<file path="config.mk">
export PLATFORM = sky130hd
export DESIGN_NAME = charge_warn
export DESIGN_NICKNAME = d
export VERILOG_FILES = /design/src/pkg/charge_warn_pkg.sv /design/src/logic/charge_warn.sv
export SDC_FILE = /design/constraint.sdc
export NUM_CORES = 1
export LEC_CHECK = 0
export BUFFER_PORTS_ARGS = -buffer_cell sky130_fd_sc_hd__buf_2
export CAP_MARGIN = 20
export CORE_ASPECT_RATIO = 2
export CORE_MARGIN = 2
export CORE_UTILIZATION = 30
export CTS_CLUSTER_SIZE = 12
export DETAILED_ROUTE_END_ITERATION = 6
export PLACE_DENSITY = 0.53
export SLEW_MARGIN = 10
export SYNTH_ARGS = -nofsm -noshare
export SYNTH_HDL_FRONTEND = slang
export SYNTH_SLANG_ARGS = --single-unit
</file>
<file path="constraint.sdc">
create_clock -name i_ref_clk -period 14.4 [get_ports i_ref_clk]
set_input_delay 2.16 -clock i_ref_clk [delete_from_list [all_inputs] [get_ports i_ref_clk]]
set_output_delay 2.16 -clock i_ref_clk [all_outputs]
set_load 0.005 [all_outputs]
</file>
<file path="src/pkg/charge_warn_pkg.sv">
`default_nettype none
package charge_warn_pkg;
  // ----------------------------------------
  // register map, byte addresses
  // ----------------------------------------
  localparam logic [7:0] ADDR_CAPACITY = 8'h00;
  localparam logic [7:0] ADDR_INIT_SET = 8'h04;
  localparam logic [7:0] ADDR_INIT_CLR = 8'h08;
  localparam logic [7:0] ADDR_FINAL_SET = 8'h0c;
  localparam logic [7:0] ADDR_FINAL_CLR = 8'h10;
  localparam logic [7:0] ADDR_FLAGS = 8'h14;
  localparam logic [7:0] ADDR_IRQ_STATUS = 8'h18;
  localparam logic [7:0] ADDR_IRQ_ENABLE = 8'h1c;
  localparam logic [7:0] ADDR_IRQ_CLEAR = 8'h20;
  localparam logic [7:0] ADDR_CHIP_ID = 8'h24;
  localparam logic [7:0] ADDR_CAP_LOAD = 8'h28;
  // ----------------------------------------
  // field positions and values
  // ----------------------------------------
  localparam int FLAG_INIT_BIT = 0;
  localparam int FLAG_FINAL_BIT = 1;
  localparam int IRQ_INIT_SET = 0;
  localparam int IRQ_INIT_CLR = 1;
  localparam int IRQ_FINAL_SET = 2;
  localparam int IRQ_FINAL_CLR = 3;
  localparam logic signed [15:0] FINAL_DISABLED = -16'sd1;
  // ----------------------------------------
  // reset values and timing
  // ----------------------------------------
  localparam logic signed [15:0] RST_CAPACITY = 16'sh03e8;
  localparam logic signed [15:0] RST_INIT_SET = 16'sh0096;
  localparam logic signed [15:0] RST_INIT_CLR = 16'sh00af;
  localparam logic signed [15:0] RST_FINAL_SET = 16'sh004b;
  localparam logic signed [15:0] RST_FINAL_CLR = 16'sh0064;
  localparam logic [15:0] CHIP_ID = 16'h5a5a; // arbitrary value
  // charge accumulator: sense samples summed until one mAh of charge
  localparam logic signed [31:0] CHARGE_PER_MAH = 32'sh0000_0e10;
  localparam int EVAL_PERIOD_NS = 1000;
  localparam int CLK_PERIOD_NS = 4;
  localparam int EVAL_CYCLES = EVAL_PERIOD_NS / CLK_PERIOD_NS;

  typedef struct packed {
    logic signed [15:0] capacity;
    logic signed [31:0] charge_acc;
    logic [9:0] eval_cnt;
    logic signed [15:0] init_set;
    logic signed [15:0] init_clr;
    logic signed [15:0] final_set;
    logic signed [15:0] final_clr;
    logic charge_low_initial_flag;
    logic charge_low_final_flag;
    logic [3:0] irq_status;
    logic [3:0] irq_enable;
    logic irq;
    logic [31:0] rdata;
  } state_s;
endpackage : charge_warn_pkg
`default_nettype wire

</file>
<file path="src/logic/charge_warn.sv">
`default_nettype none
module charge_warn (
  // clock and reset
  input wire logic i_ref_clk,
  input wire logic i_sys_rst,
  // sense sample, signed (pos minus neg), one per cycle when valid
  input wire logic i_sense_valid,
  input wire logic signed [15:0] i_sense_sample,
  // register port
  input wire logic [7:0] i_addr,
  input wire logic [31:0] i_wdata,
  input wire logic i_wr,
  input wire logic i_rd,
  output logic [31:0] o_rdata,
  // status
  output logic o_charge_low_initial_flag,
  output logic o_charge_low_final_flag,
  output logic o_irq
);

  charge_warn_pkg::state_s q;
  charge_warn_pkg::state_s d;
  logic eval;
  logic signed [31:0] acc_sum;
  logic [3:0] irq_event;
  logic [3:0] irq_clear;
  logic irq_clr_wr;
  logic cap_load;
  logic final_enabled;
  logic init_set_hit;
  logic init_clr_hit;
  logic final_set_hit;
  logic final_clr_hit;

  function automatic logic [31:0] sext16(input logic signed [15:0] v);
    sext16 = {{16{v[15]}}, v};
  endfunction : sext16

  // strict compares: sitting exactly on a level never moves a flag
  function automatic logic below(input logic signed [15:0] v, input logic signed [15:0] lvl);
    below = v < lvl;
  endfunction : below

  function automatic logic above(input logic signed [15:0] v, input logic signed [15:0] lvl);
    above = v > lvl;
  endfunction : above

  function automatic logic is_wr(input logic wr, input logic [7:0] a, input logic [7:0] target);
    is_wr = wr && (a == target);
  endfunction : is_wr

  // ----------------------------------------
  // threshold and write decode
  // ----------------------------------------
  assign final_enabled = (q.final_set != charge_warn_pkg::FINAL_DISABLED);
  assign init_set_hit = !q.charge_low_initial_flag && below(q.capacity, q.init_set);
  assign init_clr_hit = q.charge_low_initial_flag && above(q.capacity, q.init_clr);
  assign final_set_hit = !q.charge_low_final_flag && final_enabled && below(q.capacity, q.final_set);
  assign final_clr_hit = q.charge_low_final_flag && above(q.capacity, q.final_clr);
  assign cap_load = is_wr(i_wr, i_addr, charge_warn_pkg::ADDR_CAP_LOAD);
  assign irq_clr_wr = is_wr(i_wr, i_addr, charge_warn_pkg::ADDR_IRQ_CLEAR);
  assign irq_clear = irq_clr_wr ? i_wdata[3:0] : 4'h0;

  // ----------------------------------------
  // next state
  // ----------------------------------------
  always_comb begin
    d = q;
    d.rdata = 32'h0;
    eval = 1'b0;
    irq_event = 4'h0;
    acc_sum = q.charge_acc + 32'(i_sense_sample);
    // charge integration
    if (i_sense_valid) begin
      d.charge_acc = acc_sum;
      if (acc_sum >= charge_warn_pkg::CHARGE_PER_MAH) begin
        d.charge_acc = acc_sum - charge_warn_pkg::CHARGE_PER_MAH;
        d.capacity = q.capacity + 16'sd1;
      end else if (acc_sum <= -charge_warn_pkg::CHARGE_PER_MAH) begin
        d.charge_acc = acc_sum + charge_warn_pkg::CHARGE_PER_MAH;
        d.capacity = q.capacity - 16'sd1;
      end
    end
    // periodic recompute of the warning flags
    if (q.eval_cnt == 10'(charge_warn_pkg::EVAL_CYCLES - 1)) begin
      d.eval_cnt = 10'h0;
      eval = 1'b1;
    end else begin
      d.eval_cnt = q.eval_cnt + 10'h1;
    end
    // flags only move at eval; hysteresis keeps them steady otherwise
    if (eval) begin
      if (!q.charge_low_initial_flag && q.capacity < q.init_set) begin
        d.charge_low_initial_flag = 1'b1;
        irq_event[charge_warn_pkg::IRQ_INIT_SET] = 1'b1;
      end else if (q.charge_low_initial_flag && q.capacity > q.init_clr) begin
        d.charge_low_initial_flag = 1'b0;
        irq_event[charge_warn_pkg::IRQ_INIT_CLR] = 1'b1;
      end
      if (!q.charge_low_final_flag && q.capacity < q.final_set
          && q.final_set != charge_warn_pkg::FINAL_DISABLED) begin
        d.charge_low_final_flag = 1'b1;
        irq_event[charge_warn_pkg::IRQ_FINAL_SET] = 1'b1;
      end else if (q.charge_low_final_flag && q.capacity > q.final_clr) begin
        d.charge_low_final_flag = 1'b0;
        irq_event[charge_warn_pkg::IRQ_FINAL_CLR] = 1'b1;
      end
    end
    // register writes; clear loses to a same-cycle event
    if (i_wr) begin
      unique case (i_addr)
        charge_warn_pkg::ADDR_INIT_SET: d.init_set = i_wdata[15:0];
        charge_warn_pkg::ADDR_INIT_CLR: d.init_clr = i_wdata[15:0];
        charge_warn_pkg::ADDR_FINAL_SET: d.final_set = i_wdata[15:0];
        charge_warn_pkg::ADDR_FINAL_CLR: d.final_clr = i_wdata[15:0];
        charge_warn_pkg::ADDR_IRQ_ENABLE: d.irq_enable = i_wdata[3:0];
        charge_warn_pkg::ADDR_CAP_LOAD: begin
          d.capacity = i_wdata[15:0];
          d.charge_acc = 32'sh0;
        end
        default: ;
      endcase
    end
    if (i_rd) begin
      unique case (i_addr)
        charge_warn_pkg::ADDR_CAPACITY: d.rdata = sext16(q.capacity);
        charge_warn_pkg::ADDR_INIT_SET: d.rdata = sext16(q.init_set);
        charge_warn_pkg::ADDR_INIT_CLR: d.rdata = sext16(q.init_clr);
        charge_warn_pkg::ADDR_FINAL_SET: d.rdata = sext16(q.final_set);
        charge_warn_pkg::ADDR_FINAL_CLR: d.rdata = sext16(q.final_clr);
        charge_warn_pkg::ADDR_FLAGS: begin
          d.rdata[charge_warn_pkg::FLAG_INIT_BIT] = q.charge_low_initial_flag;
          d.rdata[charge_warn_pkg::FLAG_FINAL_BIT] = q.charge_low_final_flag;
        end
        charge_warn_pkg::ADDR_IRQ_STATUS: d.rdata = {28'h0, q.irq_status};
        charge_warn_pkg::ADDR_IRQ_ENABLE: d.rdata = {28'h0, q.irq_enable};
        charge_warn_pkg::ADDR_CHIP_ID: d.rdata = {16'h0, charge_warn_pkg::CHIP_ID};
        default: d.rdata = 32'h0;
      endcase
    end
    // sticky status: an event in the clear cycle survives the clear
    d.irq_status = (q.irq_status & ~irq_clear) | irq_event;
    d.irq = |(d.irq_status & d.irq_enable);
  end

  // ----------------------------------------
  // state register
  // ----------------------------------------
  always_ff @(posedge i_ref_clk or posedge i_sys_rst) begin
    if (i_sys_rst) begin
      q <= '0;
      q.capacity <= charge_warn_pkg::RST_CAPACITY;
      q.init_set <= charge_warn_pkg::RST_INIT_SET;
      q.init_clr <= charge_warn_pkg::RST_INIT_CLR;
      q.final_set <= charge_warn_pkg::RST_FINAL_SET;
      q.final_clr <= charge_warn_pkg::RST_FINAL_CLR;
    end else begin
      q <= d;
    end
  end

  assign o_rdata = q.rdata;
  assign o_charge_low_initial_flag = q.charge_low_initial_flag;
  assign o_charge_low_final_flag = q.charge_low_final_flag;
  assign o_irq = q.irq;

  // ----------------------------------------
  // checks
  // ----------------------------------------
  a_init_sets: assert property (@(posedge i_ref_clk) disable iff (i_sys_rst)
    eval && !q.charge_low_initial_flag && q.capacity < q.init_set |=> o_charge_low_initial_flag)
    else $error("initial flag did not set");
  a_init_clears: assert property (@(posedge i_ref_clk) disable iff (i_sys_rst)
    eval && q.charge_low_initial_flag && q.capacity > q.init_clr |=> !o_charge_low_initial_flag)
    else $error("initial flag did not clear");
  a_final_sets: assert property (@(posedge i_ref_clk) disable iff (i_sys_rst)
    eval && !q.charge_low_final_flag && q.capacity < q.final_set && q.final_set != -16'sd1
    |=> o_charge_low_final_flag)
    else $error("final flag did not set");
  a_final_disabled: assert property (@(posedge i_ref_clk) disable iff (i_sys_rst)
    $rose(o_charge_low_final_flag) |-> $past(q.final_set) != charge_warn_pkg::FINAL_DISABLED)
    else $error("final flag set while disabled");
  a_final_clears: assert property (@(posedge i_ref_clk) disable iff (i_sys_rst)
    $fell(o_charge_low_final_flag) |-> $past(q.capacity > q.final_clr))
    else $error("final flag cleared without cause");
  a_flags_hold: assert property (@(posedge i_ref_clk) disable iff (i_sys_rst)
    !eval |=> $stable(o_charge_low_initial_flag) && $stable(o_charge_low_final_flag))
    else $error("flag moved between evaluations");
  a_flag_read: assert property (@(posedge i_ref_clk) disable iff (i_sys_rst)
    i_rd && i_addr == charge_warn_pkg::ADDR_FLAGS
    |=> o_rdata[1:0] == {$past(q.charge_low_final_flag), $past(q.charge_low_initial_flag)})
    else $error("flag word wrong");
  a_charge_up: assert property (@(posedge i_ref_clk) disable iff (i_sys_rst)
    i_sense_valid && !cap_load && acc_sum >= 32'sh0e10 |=> q.capacity == $past(q.capacity) + 16'sd1)
    else $error("capacity not incremented");

  // ----------------------------------------
  // checks: warning flags and events
  // ----------------------------------------
  a_init_set_irq: assert property (@(posedge i_ref_clk) disable iff (i_sys_rst)
    eval && init_set_hit |=> q.irq_status[charge_warn_pkg::IRQ_INIT_SET])
    else $error("initial set event missing");

  a_init_clr_irq: assert property (@(posedge i_ref_clk) disable iff (i_sys_rst)
    eval && init_clr_hit |=> q.irq_status[charge_warn_pkg::IRQ_INIT_CLR])
    else $error("initial clear event missing");

  a_final_set_irq: assert property (@(posedge i_ref_clk) disable iff (i_sys_rst)
    eval && final_set_hit |=> q.irq_status[charge_warn_pkg::IRQ_FINAL_SET])
    else $error("final set event missing");

  a_final_clr_irq: assert property (@(posedge i_ref_clk) disable iff (i_sys_rst)
    eval && final_clr_hit |=> q.irq_status[charge_warn_pkg::IRQ_FINAL_CLR])
    else $error("final clear event missing");

  a_init_band_hold: assert property (@(posedge i_ref_clk) disable iff (i_sys_rst)
    eval && q.charge_low_initial_flag && !(q.capacity > q.init_clr) |=> o_charge_low_initial_flag)
    else $error("initial flag cleared inside band");

  a_init_no_set: assert property (@(posedge i_ref_clk) disable iff (i_sys_rst)
    eval && !q.charge_low_initial_flag && !(q.capacity < q.init_set) |=> !o_charge_low_initial_flag)
    else $error("initial flag set above level");

  a_final_band_hold: assert property (@(posedge i_ref_clk) disable iff (i_sys_rst)
    eval && q.charge_low_final_flag && !(q.capacity > q.final_clr) |=> o_charge_low_final_flag)
    else $error("final flag cleared inside band");

  a_final_no_set: assert property (@(posedge i_ref_clk) disable iff (i_sys_rst)
    eval && !q.charge_low_final_flag && !(q.capacity < q.final_set) |=> !o_charge_low_final_flag)
    else $error("final flag set above level");

  a_final_off_holds: assert property (@(posedge i_ref_clk) disable iff (i_sys_rst)
    eval && !q.charge_low_final_flag && q.final_set == charge_warn_pkg::FINAL_DISABLED |=> !o_charge_low_final_flag)
    else $error("disabled final flag set");

  a_init_sets_cause: assert property (@(posedge i_ref_clk) disable iff (i_sys_rst)
    $rose(o_charge_low_initial_flag) |-> $past(q.capacity < q.init_set))
    else $error("initial flag set without cause");

  a_init_clears_cause: assert property (@(posedge i_ref_clk) disable iff (i_sys_rst)
    $fell(o_charge_low_initial_flag) |-> $past(q.capacity > q.init_clr))
    else $error("initial flag cleared without cause");

  a_final_sets_cause: assert property (@(posedge i_ref_clk) disable iff (i_sys_rst)
    $rose(o_charge_low_final_flag) |-> $past(q.capacity < q.final_set))
    else $error("final flag set without cause");

  a_eval_spacing: assert property (@(posedge i_ref_clk) disable iff (i_sys_rst)
    eval |=> !eval [*8])
    else $error("evaluation ticks too close");

  a_eval_count: assert property (@(posedge i_ref_clk) disable iff (i_sys_rst)
    q.eval_cnt <= 10'(charge_warn_pkg::EVAL_CYCLES - 1))
    else $error("evaluation counter out of range");

  // ----------------------------------------
  // checks: charge integration
  // ----------------------------------------
  a_charge_down: assert property (@(posedge i_ref_clk) disable iff (i_sys_rst)
    i_sense_valid && !cap_load && acc_sum <= -32'sh0e10 |=> q.capacity == $past(q.capacity) - 16'sd1)
    else $error("capacity not decremented");

  a_cap_load: assert property (@(posedge i_ref_clk) disable iff (i_sys_rst)
    cap_load |=> q.capacity == $past(i_wdata[15:0]))
    else $error("capacity load lost");

  a_acc_cleared: assert property (@(posedge i_ref_clk) disable iff (i_sys_rst)
    cap_load |=> q.charge_acc == 32'sh0)
    else $error("accumulator not cleared on load");

  a_cap_steady: assert property (@(posedge i_ref_clk) disable iff (i_sys_rst)
    !i_sense_valid && !cap_load |=> $stable(q.capacity))
    else $error("capacity moved without charge");

  a_capacity_read: assert property (@(posedge i_ref_clk) disable iff (i_sys_rst)
    i_rd && i_addr == charge_warn_pkg::ADDR_CAPACITY |=> o_rdata[15:0] == $past(q.capacity))
    else $error("capacity read wrong");

  // ----------------------------------------
  // checks: register port and interrupt
  // ----------------------------------------
  a_rdata_idle: assert property (@(posedge i_ref_clk) disable iff (i_sys_rst)
    !i_rd |=> o_rdata == 32'h0)
    else $error("read data outside its cycle");

  a_chip_id_read: assert property (@(posedge i_ref_clk) disable iff (i_sys_rst)
    i_rd && i_addr == charge_warn_pkg::ADDR_CHIP_ID |=> o_rdata[15:0] == charge_warn_pkg::CHIP_ID)
    else $error("id read wrong");

  a_status_read: assert property (@(posedge i_ref_clk) disable iff (i_sys_rst)
    i_rd && i_addr == charge_warn_pkg::ADDR_IRQ_STATUS |=> o_rdata[3:0] == $past(q.irq_status))
    else $error("status read wrong");

  a_enable_read: assert property (@(posedge i_ref_clk) disable iff (i_sys_rst)
    i_rd && i_addr == charge_warn_pkg::ADDR_IRQ_ENABLE |=> o_rdata[3:0] == $past(q.irq_enable))
    else $error("enable read wrong");

  a_init_set_write: assert property (@(posedge i_ref_clk) disable iff (i_sys_rst)
    is_wr(i_wr, i_addr, charge_warn_pkg::ADDR_INIT_SET) |=> q.init_set == $past(i_wdata[15:0]))
    else $error("initial set level write lost");

  a_init_clr_write: assert property (@(posedge i_ref_clk) disable iff (i_sys_rst)
    is_wr(i_wr, i_addr, charge_warn_pkg::ADDR_INIT_CLR) |=> q.init_clr == $past(i_wdata[15:0]))
    else $error("initial clear level write lost");

  a_final_set_write: assert property (@(posedge i_ref_clk) disable iff (i_sys_rst)
    is_wr(i_wr, i_addr, charge_warn_pkg::ADDR_FINAL_SET) |=> q.final_set == $past(i_wdata[15:0]))
    else $error("final set level write lost");

  a_final_clr_write: assert property (@(posedge i_ref_clk) disable iff (i_sys_rst)
    is_wr(i_wr, i_addr, charge_warn_pkg::ADDR_FINAL_CLR) |=> q.final_clr == $past(i_wdata[15:0]))
    else $error("final clear level write lost");

  a_enable_write: assert property (@(posedge i_ref_clk) disable iff (i_sys_rst)
    is_wr(i_wr, i_addr, charge_warn_pkg::ADDR_IRQ_ENABLE) |=> q.irq_enable == $past(i_wdata[3:0]))
    else $error("enable write lost");

  a_irq_level: assert property (@(posedge i_ref_clk) disable iff (i_sys_rst)
    o_irq == |(q.irq_status & q.irq_enable))
    else $error("interrupt level wrong");

  a_status_sticky: assert property (@(posedge i_ref_clk) disable iff (i_sys_rst)
    !irq_clr_wr |=> (q.irq_status & $past(q.irq_status)) == $past(q.irq_status))
    else $error("status bit fell without clear");

  a_irq_clear_works: assert property (@(posedge i_ref_clk) disable iff (i_sys_rst)
    irq_clr_wr && !eval |=> (q.irq_status & $past(i_wdata[3:0])) == 4'h0)
    else $error("status clear ignored");

  a_set_beats_clear: assert property (@(posedge i_ref_clk) disable iff (i_sys_rst)
    eval && init_set_hit && irq_clr_wr |=> q.irq_status[charge_warn_pkg::IRQ_INIT_SET])
    else $error("clear swallowed a same-cycle event");

endmodule : charge_warn
`default_nettype wire

</file>
# Word-level counts from Yosys, hierarchy flattened
# Cells that the tools add are included.
# word_totals
latchBits,0
register_bits,165
output_inout_bits,35
wordCells,83
memories,0
input_bits,61
mem_bits_rw,0
rom_bits,0
# op_classes
n_eq_ne,12
shifts,0
n_mux,24
n_reduce_logical,18
magnitude_cmp,6
addsub,6
n_bitwise,4
mul,0
div,0
# op_table
operator,n
$mux 48,5
$pmux 30 s8,1
$add 32x13->32 const B,1
$add 32x16->32,1
$eq 8x5->1 const B,4
$ge 32x13->1 const B,1
$gt 16x16->1,2
$le 32x13->1 const B,1
$lt 16x16->1,2
$mux 32,1
$sub 32x13->32 const B,1
$eq 8x6->1 const B,3
$pmux 2 s9,1
$add 16x2->16 const B,1
$eq 8x4->1 const B,2
$mux 4,4
$ne 16x1->1 const B,1
$sub 16x2->16 const B,1
$reduce_and 2->1,6
$mux 1,11
$add 10x1->10 const B,1
$eq 10x8->1 const B,1
$mux 10,1
$and 4x4->4,2
other kinds (8),15

# Longest topological paths before layout
# logic_depth
ltp_word,8
depth_mapped,20
mapped_depth_nobuf,17

# Least setup slack after synthesis
# Ideal clock, no wire load.
# synth_timing
kind,input to register
from,in i_sense_sample[0]
to,reg q[139] (netlist name)
path_slack_ps,8580
t_arrival_ps,5683
setup_ps,137
path_buffers,1
required_ps,14263
path_stages,17
path_cell_list,ha_1 inv_1 fa_1 nand2b_1 a21oi_1 o21ai_1 a211oi_1 o2111ai_1 o211a_1 xor2_1 nor3b_1 a21oi_1 buf_2 a31oi_1 o21bai_1 xor2_1 a21oi_1
# synth_rtl
item,line_no,text
start: declaration,charge_warn.sv:8,"input wire logic signed [15:0] i_sense_sample,"
end: declaration,charge_warn.sv:21,charge_warn_pkg::state_s q;

==> metrics.yaml <==
sta:
  period_minus_slack_ns: 6.813
  hold_viol_final: 0
  setup_viol: 0
  max_slew_margin_pct: 27.57
  drv_slew: 0
  grt_setup_unrepaired: "false"
  fmax_mhz: 146.8
  skew_ns: 0.01834
  worst_pin_slew_ns: 1.084
  whs_ns: 0.5017
  post-route-period-util_pct: 47.31
  fin_setup_tns_ns: 0
route:
  drtPass1Iterations: 7
  wl_per_cell_um: 20.21
  dr_wl_met3_um: 1107
  top_layer_used: "met4"
  viasPerCell: 5.387
  wl_met2_um: 21760
  drc: 2
  vias: 10090
  ant_nets: 0
  met1_length_um: 13290
  totalWireLength_um: 37830
  drt-initial-drc-count: 705
clock_tree:
  cts_tree: "built"
  cts_buffers: 17
  clockBufferDepth: 2
  h-tree-depth: 4
  cts_root_buffer: "clkbuf_16"
  post-cts-setup-buffers: 0
  cts_hold_buf: 0
  numClockSinks: 149
  post_cts_resized: 0
  clkLatencyLatePin_ns: 0.45
  clkTransAtPathRegs_ns: 0.06
synthesis:
  synthTopCellsByArea: "dfrtp_1 (27%), ha_1 (11%), mux2_2 (6.5%)"
  yosys-top-cells-count: "dfrtp_1 (126), nor2_1 (109), ha_1 (101), nand2_1 (99), a21oi_1 (83)"
  ys_types: 76
  netlist.area_leader.share_pct: 27.04
  synthesis.area_um2: 11660
  synth_most_common_cell: "dfrtp_1"
  async_flop_share_pct: 100.0
  synth-edff-count: 0
  synth_top_area_cell: "dfrtp_1"
  netlist_instances: 1314
  synth_flop_cell: "dfrtp_1"
  syn_area_per_cell_um2: 8.874
  ys_seq_area_share_pct: 32.22
  yosysWarningCount: 0
  ys_seq_elements: 149
  syn-num-nets: 1477
place:
  gp_congestion: 0.8911
  dp_hpwl_um: 28500
  placed_cells: 1839
  numPortBuffers: 79
power:
  leakage_uw: 0.005577
  powerDensity_nw_per_um2: 214.4
  power_uw: 2775
  max-vdd-ir-drop_mv: 0.1088
global_routing:
  overflow: 0
  track_usage_pct: 18.91
  antenna_found_initial: 1
  grt_pass1_vias: 10140
  grt_max_degree: 82
  grt_pass1_wl_um: 57660
critical_path:
  crit_start: "i_sense_sample[0]"
  worstPathMaxFanout: 12
  path_cells: "buf_2 > ha_1 > inv_1 > fa_1 > nand2b_1 > a21oi_1 > o21ai_1 > a2111oi_0 > nor3_1 > xor2_1 > or3_1 > nor4_4 > a21boi_1 > buf_4 > a31oi_1 > o21bai_1 > xor2_1 > a21oi_1"
  r2r_cells: 17
  cp.required_ns: 14.68
  rrSetupSlack_ns: 9.02
  crit_type: "in -> reg"
  critPathSlowestCell: "a21boi_1"
  worst_setup_path_end_kind: "register"
  r2r-end: "q[139]"
  crit_end: "q[139]"
  r2r_start: "q[117]"
  cp-start-kind: "input pin"
  cp_data_arrival_time_ns: 7.09
  max_stage_delay_ns: 0.67
floorplan:
  rows: 102
  ioPinCount: 96
  fp.dieH_um: 282.8
  core-area_um2: 38540
  die_width_um: 143.4
  die_area_um2: 40560
  start_util_pct: 30.25
run:
  drv_cap: 0
run_status:
  violations: "DRC"
  status: "finished with violations"
finish:
  post-route-util_pct: 33.59
  final_cells: 1872
  final_nets: 1501
  area_growth_pct: 11.04
  drive_above_1_share_pct: 16.88
min_path:
  holdCritPathClass: "reg -> reg"
## worst min-delay path by stage
stage | startpoint | end | slack [ns] | cells after the start
global route | q[115] | q[115] | 0.52 | 1
detailed placement | q[39] | q[39] | 0.49 | 2
global placement | q[116] | q[116] | 0.47 | 1
floorplan | q[116] | q[116] | 0.45 | 1
finish | q[39] | q[39] | 0.50 | 2
CTS | q[39] | q[39] | 0.51 | 2
## report_power, final
| group | internal, uW | total (uW) | switching, uW | leakage [uW] |
|---|---|---|---|---|
| Sequential | 511 | 627 | 116 | 0.00186 |
| Combinational | 637 | 1680 | 1040 | 0.00343 |
| Clock | 278 | 470 | 192 | 0.000292 |
| Total | 1430 | 2780 | 1350 | 0.00558 |
## cell usage in the layout, fill, tap and decap left out, drive strengths merged, types with 6 or more instances in the layout
cell / count
a211oi: 12
a21boi: 7
a21o: 31
a21oi: 84
a222oi: 12
a22oi: 25
a31oi: 24
a32oi: 12
and2: 11
and3: 14
and4: 8
buf: 90
clkbuf: 21
clkinv: 6
dfrtp: 126
dfstp: 23
ha: 101
inv: 84
mux2: 67
mux2i: 25
nand2: 99
nand2b: 17
nand3: 31
nand3b: 8
nand4: 27
nor2: 109
nor2b: 12
nor3: 33
nor3b: 6
nor4: 12
o211ai: 7
o21ai: 60
or3: 8
xnor2: 42
xor2: 33
## metal layers
layer / vias to the layer above / track usage [%]
li1: 4801 / -
met1: 4937 / 18.12
met2: 263 / 38.23
met3: 84 / 2.717
met4: 0 / 8.899
met5: - / 0
## sequential cells by signal (all words and copies together) (netlist names)
signal / flops
o_charge_low_final_flag: 1
o_charge_low_initial_flag: 1
o_irq: 1
o_rdata: 16
q: 130
## metrics by stage
stage               setup slack, ns  instance area (um^2)
detailed placement            7.238                 12340
global placement              7.305                 12340
floorplan                     8.270                 11660
finish                        7.587                 12950
global route                  7.320                 12940
CTS                           7.687                 12940
## worst max-delay path, delay by kind of cell
kind,cells,cell delay (ns)
fa+ha+maj,2,0.57
xor+xnor,2,0.85
simple gates,4,0.69
buf+inv,3,0.49
compound gates,7,2.30
## cells by family (layout without fill, tap and decap cells)
group / Yosys count / in the layout / synth area share (%)
AOI/OAI and AO/OA: 315 / 315 / 17.98
xor gates and xnor gates: 75 / 75 / 5.634
adders and majority gates: 102 / 102 / 11.01
buffers and inverters: 168 / 205 / 6.632
DFF: 149 / 149 / 32.22
muxes: 92 / 92 / 8.617
other: 0 / 1 / 0
and+or+nand+nor: 413 / 413 / 17.90
## layout make-up
class | count | area, um^2
well taps | 520 | 650.6
flip-flops and latches | 149 | 3757
fillers | 4160 | 25590
repair buffers | 90 | 478.0
clock inverters | 11 | 151.4
diodes | 1 | 2.502
multi-input cells | 997 | 7141
clock buffers | 21 | 450.4
inverters | 83 | 316.6
(Power assumes the default switching activity.)
